`src/verilog/scl_pkg.sv`:
```
// constants and carrier types for the self-id capture and link control block
package scl_pkg;

  // ---------------------------------------------------------------
  // bus and register map
  // ---------------------------------------------------------------
  localparam int          DATA_W          = 32;
  localparam int          DEC_W           = 8;
  localparam logic [7:0]  HCC_OFF         = 8'h50;
  localparam logic [7:0]  SIDB_OFF        = 8'h64;
  localparam logic [7:0]  SIDC_OFF        = 8'h68;
  localparam logic [1:0]  HTRANS_NONSEQ   = 2'h2;

  // ---------------------------------------------------------------
  // field positions and reset values
  // ---------------------------------------------------------------
  localparam int          HCC_SRST_BIT    = 16;
  localparam int          HCC_LINK_BIT    = 17;
  localparam int          HCC_EWA_BIT     = 18;
  localparam int          SIDB_LSB        = 11;
  localparam int          SIDB_W          = 21;
  localparam int          SIDC_ERR_BIT    = 31;
  localparam int          SIDC_EPOCH_LSB  = 16;
  localparam int          SIDC_SIZE_LSB   = 2;
  localparam int          EPOCH_W         = 8;
  localparam int          SIZE_W          = 9;
  localparam logic [20:0] SIDB_RST        = 21'h0;
  localparam logic [7:0]  EPOCH_RST       = 8'h0;
  localparam logic [8:0]  SIZE_RST        = 9'h0;

  // ---------------------------------------------------------------
  // timing and buffering
  // ---------------------------------------------------------------
  localparam int          CLK_PERIOD_PS   = 8000;
  localparam int          SRST_TIME_NS    = 32;
  localparam int          SRST_CYCLES     = (SRST_TIME_NS * 1000 + CLK_PERIOD_PS - 1)
                                            / CLK_PERIOD_PS;
  localparam int          SRST_CNT_W      = 3;
  localparam int          FIFO_DEPTH      = 8;

  // ---------------------------------------------------------------
  // carrier types
  // ---------------------------------------------------------------
  typedef struct packed {
    logic bus_reset;
    logic sid_begin;
    logic sid_end;
    logic hw_error;
  } scl_link_evt_s;

  typedef struct packed {
    logic [31:0] addr;
    logic [31:0] data;
  } scl_dma_req_s;

  typedef enum logic [1:0] {
    SID_IDLE,
    SID_RECV,
    SID_DRAIN
  } scl_sid_state_e;

endpackage

```
`src/verilog/scl_fifo.sv`:
```
// parameterised flip-flop fifo with valid/ready on both sides and a flush
`timescale 1ns/1ps
module scl_fifo #(
  parameter int WIDTH = 32,
  parameter int DEPTH = 8
) (
  // clock and reset
  input  wire logic             hclk,
  input  wire logic             hresetn,
  input  wire logic             flush,
  // fill side
  input  wire logic             in_valid,
  output logic                  in_ready,
  input  wire logic [WIDTH-1:0] in_data,
  // drain side
  output logic                  out_valid,
  input  wire logic             out_ready,
  output logic      [WIDTH-1:0] out_data
);

  localparam int PW = $clog2(DEPTH);

  logic [WIDTH-1:0] mem_reg  [DEPTH];
  logic [WIDTH-1:0] mem_next [DEPTH];
  logic [PW:0]      wp_reg;
  logic [PW:0]      wp_next;
  logic [PW:0]      rp_reg;
  logic [PW:0]      rp_next;
  logic             full;
  logic             empty;
  logic             push;
  logic             pop;

  // depth must be a power of two; the extra pointer bit tells full from empty
  assign empty     = (wp_reg == rp_reg);
  assign full      = (wp_reg[PW] != rp_reg[PW]) && (wp_reg[PW-1:0] == rp_reg[PW-1:0]);
  assign in_ready  = !full;
  assign out_valid = !empty;
  assign out_data  = mem_reg[rp_reg[PW-1:0]];
  assign push      = in_valid && in_ready;
  assign pop       = out_valid && out_ready;

  always_comb begin
    mem_next = mem_reg;
    wp_next  = wp_reg;
    rp_next  = rp_reg;
    if (flush) begin
      wp_next = '0;
      rp_next = '0;
    end else begin
      if (push) begin
        mem_next[wp_reg[PW-1:0]] = in_data;
        wp_next = wp_reg + 1'b1;
      end
      if (pop) begin
        rp_next = rp_reg + 1'b1;
      end
    end
  end

  always_ff @(posedge hclk or negedge hresetn) begin
    if (!hresetn) begin
      wp_reg <= '0;
      rp_reg <= '0;
      for (int i = 0; i < DEPTH; i++) begin
        mem_reg[i] <= '0;
      end
    end else begin
      wp_reg  <= wp_next;
      rp_reg  <= rp_next;
      mem_reg <= mem_next;
    end
  end

endmodule

```
`src/verilog/scl_top.sv`:
```
// self-id capture and link control register block behind an ahb-lite slave
// ---------------------------------------------------------------
// ---------------------------------------------------------------
`timescale 1ns/1ps
module scl_top
  import scl_pkg::*;
(
  // clock and reset
  input  wire logic               hclk,
  input  wire logic               hresetn,
  // ahb-lite slave
  input  wire logic               hsel,
  input  wire logic [31:0]        haddr,
  input  wire logic [1:0]         htrans,
  input  wire logic               hwrite,
  input  wire logic [2:0]         hsize,
  input  wire logic [31:0]        hwdata,
  input  wire logic               hready,
  output logic                    hreadyout,
  output logic                    hresp,
  output logic      [31:0]        hrdata,
  // link side events and self-id quadlet stream
  input  wire scl_link_evt_s      link_evt,
  input  wire logic               sid_valid,
  output logic                    sid_ready,
  input  wire logic [31:0]        sid_data,
  // host memory write port
  output logic                    dma_valid,
  input  wire logic               dma_ready,
  output scl_dma_req_s            dma_req,
  input  wire logic               dma_error,
  // link status
  output logic                    link_connected,
  output logic                    early_write_ack
);

  // ---------------------------------------------------------------
  // state
  // ---------------------------------------------------------------
  logic                  link_reg,   link_next;
  logic                  ewa_reg,    ewa_next;
  logic [SRST_CNT_W-1:0] srst_reg,   srst_next;
  logic [SIDB_W-1:0]     base_reg,   base_next;
  logic [EPOCH_W-1:0]    epoch_reg,  epoch_next;
  logic [SIZE_W-1:0]     size_reg,   size_next;
  logic                  fault_reg,  fault_next;
  logic                  errp_reg,   errp_next;
  scl_sid_state_e        sid_reg,    sid_next;
  logic                  wr_reg,     wr_next;
  logic                  rd_reg,     rd_next;
  logic [DEC_W-1:0]      addr_reg,   addr_next;
  logic [31:0]           rdata_reg,  rdata_next;

  logic                  srst_busy;
  logic                  ev_ok;
  logic                  take;
  logic                  any_err;
  logic                  finish;
  logic                  fifo_flush;
  logic                  fifo_in_valid;
  logic                  fifo_in_ready;
  logic                  dma_fire;
  logic [31:0]           fifo_out;

  function automatic logic reg_hit(input logic [DEC_W-1:0] a, input logic [7:0] off);
    reg_hit = (a == off);
  endfunction

  // ---------------------------------------------------------------
  // ahb-lite slave: writes zero-wait, reads one wait state
  // ---------------------------------------------------------------
  // read data is captured one cycle into the data phase so that a read right
  // after a write sees the value just written
  assign take      = hsel && hready && (htrans == HTRANS_NONSEQ);
  assign hreadyout = !rd_reg;
  assign hresp     = 1'b0;
  assign hrdata    = rdata_reg;

  always_comb begin
    wr_next    = 1'b0;
    rd_next    = 1'b0;
    addr_next  = addr_reg;
    rdata_next = rdata_reg;
    if (take) begin
      wr_next   = hwrite;
      rd_next   = !hwrite;
      addr_next = haddr[DEC_W-1:0];
    end
    if (rd_reg) begin
      rdata_next = 32'h0;
      if (reg_hit(addr_reg, HCC_OFF)) begin
        rdata_next[HCC_EWA_BIT]  = ewa_reg;
        rdata_next[HCC_LINK_BIT] = link_reg;
        rdata_next[HCC_SRST_BIT] = srst_busy;
      end else if (reg_hit(addr_reg, SIDB_OFF)) begin
        rdata_next[31:SIDB_LSB] = base_reg;
      end else if (reg_hit(addr_reg, SIDC_OFF)) begin
        rdata_next[SIDC_ERR_BIT] = fault_reg;
        rdata_next[SIDC_EPOCH_LSB +: EPOCH_W] = epoch_reg;
        rdata_next[SIDC_SIZE_LSB +: SIZE_W]   = size_reg;
      end
    end
  end

  always_ff @(posedge hclk or negedge hresetn) begin
    if (!hresetn) begin
      wr_reg    <= 1'b0;
      rd_reg    <= 1'b0;
      addr_reg  <= 8'h00;
      rdata_reg <= 32'h0;
    end else begin
      wr_reg    <= wr_next;
      rd_reg    <= rd_next;
      addr_reg  <= addr_next;
      rdata_reg <= rdata_next;
    end
  end

  // ---------------------------------------------------------------
  // control register and soft reset
  // ---------------------------------------------------------------
  // only this block's registers return to reset values; configuration space
  // lives elsewhere and has no path from this counter
  assign srst_busy       = (srst_reg != '0);
  assign link_connected  = link_reg && !srst_busy;
  assign early_write_ack = ewa_reg;
  assign ev_ok           = link_connected;

  always_comb begin
    link_next = link_reg;
    ewa_next  = ewa_reg;
    base_next = base_reg;
    srst_next = srst_reg;
    if (srst_busy) begin
      srst_next = srst_reg - 1'b1;
      link_next = 1'b0;
      ewa_next  = 1'b0;
      base_next = SIDB_RST;
    end else if (wr_reg && reg_hit(addr_reg, HCC_OFF)) begin
      if (hwdata[HCC_SRST_BIT]) begin
        srst_next = SRST_CNT_W'(SRST_CYCLES);
        link_next = 1'b0;
        ewa_next  = 1'b0;
        base_next = SIDB_RST;
      end else begin
        link_next = hwdata[HCC_LINK_BIT];
        // software is trusted to change this only with the link off
        ewa_next  = hwdata[HCC_EWA_BIT];
      end
    end else if (wr_reg && reg_hit(addr_reg, SIDB_OFF)) begin
      base_next = hwdata[31:SIDB_LSB];
    end
  end

  always_ff @(posedge hclk or negedge hresetn) begin
    if (!hresetn) begin
      link_reg <= 1'b0;
      ewa_reg  <= 1'b0;
      srst_reg <= '0;
      base_reg <= SIDB_RST;
    end else begin
      link_reg <= link_next;
      ewa_reg  <= ewa_next;
      srst_reg <= srst_next;
      base_reg <= base_next;
    end
  end

  // ---------------------------------------------------------------
  // self-id capture
  // ---------------------------------------------------------------
  // the fifo is flushed on soft reset and at each new reception so that stale
  // quadlets from an aborted capture never land in the new buffer
  assign dma_fire      = dma_valid && dma_ready;
  assign any_err       = (link_evt.hw_error && ev_ok) || dma_error;
  assign finish        = (sid_reg == SID_DRAIN) && !dma_valid;
  assign fifo_flush    = srst_busy || (ev_ok && link_evt.sid_begin);
  assign fifo_in_valid = sid_valid && ev_ok && (sid_reg == SID_RECV);
  assign sid_ready     = fifo_in_ready && ev_ok && (sid_reg == SID_RECV);
  assign dma_req.data  = fifo_out;
  assign dma_req.addr  = {base_reg, 11'h000} | {21'h0, size_reg, 2'b00};

  always_comb begin
    sid_next   = sid_reg;
    epoch_next = epoch_reg;
    size_next  = size_reg;
    fault_next = fault_reg;
    errp_next  = errp_reg;
    if (srst_busy) begin
      sid_next   = SID_IDLE;
      epoch_next = EPOCH_RST;
      size_next  = SIZE_RST;
      fault_next = 1'b0;
      errp_next  = 1'b0;
    end else begin
      if (ev_ok && link_evt.bus_reset) begin
        epoch_next = epoch_reg + 1'b1;
      end
      if (ev_ok && link_evt.sid_begin) begin
        sid_next  = SID_RECV;
        size_next = SIZE_RST;
        errp_next = 1'b0;
      end else begin
        if (dma_fire) begin
          size_next = size_reg + 1'b1;
        end
        case (sid_reg)
          SID_IDLE: begin
            sid_next = SID_IDLE;
          end
          SID_RECV: begin
            if (ev_ok && link_evt.sid_end) begin
              sid_next = SID_DRAIN;
            end
          end
          SID_DRAIN: begin
            if (finish) begin
              sid_next = SID_IDLE;
              if (!errp_reg) begin
                fault_next = 1'b0;
              end
            end
          end
          default: begin
            sid_next = SID_IDLE;
          end
        endcase
      end
      // an error in the same cycle as completion wins over the clear
      if (any_err) begin
        fault_next = 1'b1;
        errp_next  = 1'b1;
      end
    end
  end

  always_ff @(posedge hclk or negedge hresetn) begin
    if (!hresetn) begin
      sid_reg   <= SID_IDLE;
      epoch_reg <= EPOCH_RST;
      size_reg  <= SIZE_RST;
      fault_reg <= 1'b0;
      errp_reg  <= 1'b0;
    end else begin
      sid_reg   <= sid_next;
      epoch_reg <= epoch_next;
      size_reg  <= size_next;
      fault_reg <= fault_next;
      errp_reg  <= errp_next;
    end
  end

  scl_fifo #(
    .WIDTH (DATA_W),
    .DEPTH (FIFO_DEPTH)
  ) scl_fifo_i (
    .hclk      (hclk),
    .hresetn   (hresetn),
    .flush     (fifo_flush),
    .in_valid  (fifo_in_valid),
    .in_ready  (fifo_in_ready),
    .in_data   (sid_data),
    .out_valid (dma_valid),
    .out_ready (dma_ready),
    .out_data  (fifo_out)
  );
endmodule

```
`config.mk`:
```
export PLATFORM = sky130hd
export DESIGN_NAME = scl_top
export DESIGN_NICKNAME = d
export VERILOG_FILES = /design/src/verilog/scl_pkg.sv /design/src/verilog/scl_fifo.sv /design/src/verilog/scl_top.sv
export SDC_FILE = /design/constraint.sdc
export NUM_CORES = 1
export LEC_CHECK = 0
export BUFFER_PORTS_ARGS = -buffer_cell sky130_fd_sc_hd__buf_2
export CORE_ASPECT_RATIO = 0.6
export CORE_MARGIN = 5
export CORE_UTILIZATION = 30
export CTS_CLUSTER_DIAMETER = 50
export DETAILED_ROUTE_END_ITERATION = 16
export PLACE_DENSITY = 0.5
export SLEW_MARGIN = 20
export SYNTH_ARGS = -nofsm -noshare
export SYNTH_HDL_FRONTEND = slang
export SYNTH_SLANG_ARGS = --single-unit
export TNS_END_PERCENT = 10
```
`constraint.sdc`:
```
create_clock -name hclk -period 2.5 [get_ports hclk]
set_clock_uncertainty 0.2 [all_clocks]
set_input_delay 0 -clock hclk [delete_from_list [all_inputs] [get_ports hclk]]
set_output_delay 0 -clock hclk [all_outputs]
set_load 0.01 [all_outputs]
```
-- After elaboration in Yosys (flattened, before gate mapping)
Cells that the tools add are included.
- magnitude comparators: 3
- muxes and demuxes: 55
- reductions and logical operators: 41
- bitwise operators: 4
- add/sub/neg operators: 5
- equality and inequality tests: 14
- operators with widths (cell ; number):
    256-bit bitwise mux ; 1
    32-bit binary-select mux with 3-bit select ; 1
    32-bit demux with 3-bit select ; 1
    32-bit 2-to-1 mux ; 3
    21-bit 2-to-1 mux ; 4
    9-bit 2-to-1 mux ; 5
    8-bit 2-to-1 mux ; 4
    32-bit by 11-bit bitwise OR with 32-bit output ; 1
    8-bit by 7-bit == test with 1-bit output (second input constant) ; 3
    1-bit 2-to-1 mux ; 19
    1-bit logical AND ; 18
    3-bit nonzero test ; 6
    4-bit 2-to-1 mux ; 4
    14-bit 2-to-1 mux ; 1
    13-bit 2-to-1 mux ; 1
    3-bit 2-to-1 mux ; 4
    2-bit nonzero test ; 5
    9-bit by 1-bit adder with 9-bit output (second input constant) ; 1
    4-bit by 1-bit adder with 4-bit output (second input constant) ; 2
    8-bit by 1-bit adder with 8-bit output (second input constant) ; 1
    4-bit greater-or-equal comparator (second input constant) ; 2
    2-bit 2-to-1 mux ; 4
    4-bit by 3-bit inequality test with 1-bit output (second input constant) ; 2
    3-bit NOT with 4-bit output ; 2
    other kinds (17) ; 27
- flip-flop bits (word level): 351
- logic and storage cells: 145
- input bits: 113

-- Depth between registers and ports, before layout
- word-level depth: 8
- gate-level depth with buffers: 6
- depth with buffers taken out: 5

-- Modules after synthesis
A second synthesis with hierarchy kept.
- cells, all modules: 1022
- area total of the unflattened synthesis: 15895.2 um2
- modules (own cells, without submodules) (module ; cells each ; area an instance (um2) ; sequential area each (um2) ; times used):
    scl_fifo ; 714 ; 12102.9 ; 6606.3 ; 1
    scl_top ; 308 ; 3792.4 ; 2177.1 ; 1

-- Least setup slack after synthesis
No wires, ideal clock.
- kind: register to register
- start: register addr_reg[1]
- end: register ewa_reg (netlist: early_write_ack)
- cell stages (with the launch flop): 6
- library setup time: 0.074 ns
- slack: 0.317 ns
- arrival time: 1.908 ns
- period minus slack after synthesis: 2.183 ns
- cells stage by stage: dfrtp_1 > or4b_1 > buf_6 > or3_4 > or3b_1 > a21oi_2
- cells in the longest elaborated chain, start to end: 3
- RTL lines (what ; line ; source):
    start: declaration ; scl_top.sv:51 ; logic [DEC_W-1:0] addr_reg, addr_next;
    start signal: assignment ; scl_top.sv:114 ; addr_reg <= addr_next;
    8-bit by 7-bit == test with 1-bit output ; scl_top.sv:66 ; reg_hit = (a == off);
    1-bit logical AND ; scl_top.sv:139 ; end else if (wr_reg && reg_hit(addr_reg, HCC_OFF)) begin
    2-bit nonzero test (no source line) ; -- ;
    end signal: assignment ; scl_top.sv:163 ; ewa_reg <= ewa_next;
    end: declaration ; scl_top.sv:41 ; logic ewa_reg, ewa_next;
Every way passes these cells.
A chain may end at the register's enable or synchronous reset.

==> impl_metrics.env <==
export IMPL_slowest_delay_ps=530
export IMPL_grt_pass1_vias=10800
export IMPL_final_nets=1453
export IMPL_clkTransAtPathRegs_ps=60
export IMPL_worstPathMaxFanout=8
export IMPL_p_seq_frac=0.400
export IMPL_n_fill_cell=4832
export IMPL_max_slew_margin=0.4836
export IMPL_worstHoldEndpoint="base_reg[9]$_DFFE_PN0P_"
export IMPL_fin_ws_ps=-8.273
export IMPL_ioPinCount=215
export IMPL_drt_iter0_drc=388
export IMPL_peakVddDrop_mv=0.5428
export IMPL_grt_pass1_wl_um=65760
export IMPL_drv_cap=0
export IMPL_vias=9983
export IMPL_ys_ff_latch=351
export IMPL_setup_violations=4
export IMPL_crit_family="multiplexers"
export IMPL_synth_ff_type="dfrtp_1"
export IMPL_antenna_violating_nets_post_route=0
export IMPL_cts_htree_levels=2
export IMPL_worstPathRequired_ps=2300
export IMPL_die_h_um=186.7
export IMPL_chipWidth_um=304.5
export IMPL_reg2regPathDepth=7
export IMPL_clock_path_buffers=3
export IMPL_hold_viol=0
export IMPL_hp_start="hwdata[20]"
export IMPL_status="finished, violations left"
export IMPL_rsz0062_at_grt="true"
export IMPL_fin_tns_setup_ps=-24.16
export IMPL_crit_slowest_cell="mux4_2"
export IMPL_overflow=0
export IMPL_instances_no_fill=2059
export IMPL_hold_slack_ps=26.92
export IMPL_worstSetupStartpointType="flop"
export IMPL_dpl_hpwl_um=24000
export IMPL_powerDensity_nw_per_um2=730.1
export IMPL_grtUsageTotal=0.1451
export IMPL_switching_share=0.2761
export IMPL_grt_max_degree=77
export IMPL_r2r_start="scl_fifo_i.rp_reg[0]$_DFFE_PN0P_"
export IMPL_internal_power_uw=10730
export IMPL_routed_wl_um=41530
export IMPL_synth_cell_types=50
export IMPL_fin_crit_sh=1.003
export IMPL_worstMarginPinSlew_ps=772.8
export IMPL_yosysTopAreaCellShare=0.5625
export IMPL_post_place_cells=1888
export IMPL_initial_utilization=0.3047
export IMPL_antenna_found_initial=1
export IMPL_seq_area_frac_synth=0.5625
export IMPL_ys_top_cells_by_count="dfrtp_1, mux2_2, mux2_1, mux4_2, a22o_1"
export IMPL_worstSetupPathType="flop to primary output"
export IMPL_syn_inst=1043
export IMPL_gp_congestion=0.7312
export IMPL_cts_tree="done"
export IMPL_synth_area_um2=15620
export IMPL_avgViaCountPerCell=4.848
export IMPL_dieArea_um2=56870
export IMPL_hold_class="input port to flop"
export IMPL_cts_buffers=39
export IMPL_min_period_ps=2508
export IMPL_wl_per_cell_um=20.17
export IMPL_clkPwrFrac=0.406
export IMPL_area_delta_synth_final_pct=29.98
export IMPL_drc_errors=0
export IMPL_core_area_um2=51250
export IMPL_synth_most_common_cell="dfrtp_1"
export IMPL_p_leak_uw=0.009971
export IMPL_utilization=0.3961
export IMPL_cts_sinks=351
export IMPL_port_buffers=171
export IMPL_reg2reg_slack_ps=70
export IMPL_violations="negative setup slack"
export IMPL_synthArstFlopShare=1.000
export IMPL_clkLatencyLatePin_ps=530
export IMPL_ys_warnings_count=0
export IMPL_largest_register_ffs=256
export IMPL_r2r_end="scl_fifo_i.mem_reg[61]$_DFFE_PN0P_"
export IMPL_path_cells="buf_12 -> buf_16 -> mux4_2 -> mux2_4 -> buf_6"
export IMPL_hold_depth=3
export IMPL_firstDrtPassIters=4
export IMPL_combPwrFrac=0.195
export IMPL_arrival_ps=2310
export IMPL_ff_latch_area_um2=8792
export IMPL_power_switching_uw=4091
export IMPL_fmax_mhz=398.7
export IMPL_root_buffer="clkbuf_16"
export IMPL_multi_input_area_um2=6586
export IMPL_drive_gt1_frac=0.4066
export IMPL_cp_end_kind="primary output"
export IMPL_ys_top_cells_by_area="dfrtp_1, mux2_2, mux4_2, mux2_1, a22o_1"
export IMPL_yosysTopAreaCell="dfrtp_1"
export IMPL_finalPower_uw=14820
export IMPL_avgSynthCellArea_um2=14.97
export IMPL_synth_edf_count=0
export IMPL_slew_violations=0
export IMPL_rows=64
export IMPL_cp_num_buf_inv=3
-- through the flow --
| step | cell area [um2] | setup slack, ps |
|---|---|---|
| finish | 20300 | -8.273 |
| global route | 20300 | -94.45 |
| CTS | 20170 | -59.24 |
| detailed placement | 17620 | 180.1 |
| global placement | 17620 | 175.0 |
| floorplan | 15630 | 317.3 |
-- layout by cell type (no fill, tap or decap), types with 4 or more instances in the layout --
cell type	netlist	final
buf_12	0	15
xor2_1	6	6
clkbuf_16	0	43
mux4_2	64	64
dfrtp_1	351	348
buf_2	41	156
ha_1	4	4
o21ai_0	21	21
a21oi_1	23	23
mux2_2	176	159
conb_1	1	5
buf_16	0	8
inv_6	0	4
nor2_1	23	23
or4_1	4	4
a22o_1	42	42
nand3_1	12	11
clkbuf_8	0	8
dlygate4sd3_1	0	85
a22oi_1	6	6
mux2_4	0	17
or3_1	11	11
xnor2_1	10	9
nand2_1	29	29
mux2_1	120	120
buf_4	5	37
inv_1	12	12
nand4_1	6	6
clkbuf_1	20	8
o31ai_1	6	6
nand3b_1	7	7
buf_6	1	15
-- timing repair --
item	in CTS	in global routing
gates resized for setup	31	12
endpoints found under the setup margin	32	74
gates cloned	6	2
buffers inserted	5	1
hold buffers	86	0
hold endpoints to repair	670	0
-- power by group through the flow --
stage	Clock, uW	Combinational (uW)	Sequential (uW)
floorplan	0	1320	5980
global placement	0	2030	6030
detailed placement	0	2060	6030
CTS	6190	2810	5920
global route	6430	3120	5940
finish	6010	2880	5920
-- worst max path at each step --
stage,cells past startpoint,to,start,slack (ps)
finish,5,dma_req[17],scl_fifo_i.rp_reg[0]$_DFFE_PN0P_,-8
global route,5,dma_req[20],scl_fifo_i.rp_reg[0]$_DFFE_PN0P_,-90
detailed placement,5,scl_fifo_i.mem_reg[61]$_DFFE_PN0P_,srst_reg[1]$_DFFE_PN0P_,180
global placement,5,scl_fifo_i.mem_reg[33]$_DFFE_PN0P_,srst_reg[1]$_DFFE_PN0P_,170
floorplan,5,early_write_ack$_DFFE_PN0P_,addr_reg[1]$_DFFE_PN0P_,320
CTS,5,dma_req[31],scl_fifo_i.rp_reg[0]$_DFFE_PN0P_,-60
-- cells by family after synthesis --
logic type               synth area share
adder cells (fa/ha/maj)          0.003205
other                           0.0002401
multiplexers                       0.3064
buffers and inverters             0.02516
XOR/XNOR                         0.008973
AO/OA/AOI/OAI                     0.04751
flip-flops                         0.5625
AND/OR/NAND/NOR                   0.04607
-- final cells by class --
type                       instances  area share
tap                              693     0.04272
timing repair buffer             319      0.1312
sequential                       351      0.4332
multi-input combinational        612      0.3245
clock inverter                    13    0.008445
inverter                          13    0.002404
antenna                            1   0.0001233
clock buffer                      57     0.05745
-- worst min-delay path, stage by stage --
cell	delay (ps)
dlygate4sd3_1	520
buf_2	100
a22o_1	110
-- layer usage --
metal	global-route usage	share of wire	wire length, um	vias to the layer above
li1	-	-	-	4491
met5	0	0	0	-
met4	0.02752	0.015	640	0
met1	0.2122	0.49	20500	5298
met2	0.2291	0.46	18990	138
met3	0.02640	0.034	1395	56
(Power assumes the default switching activity.)
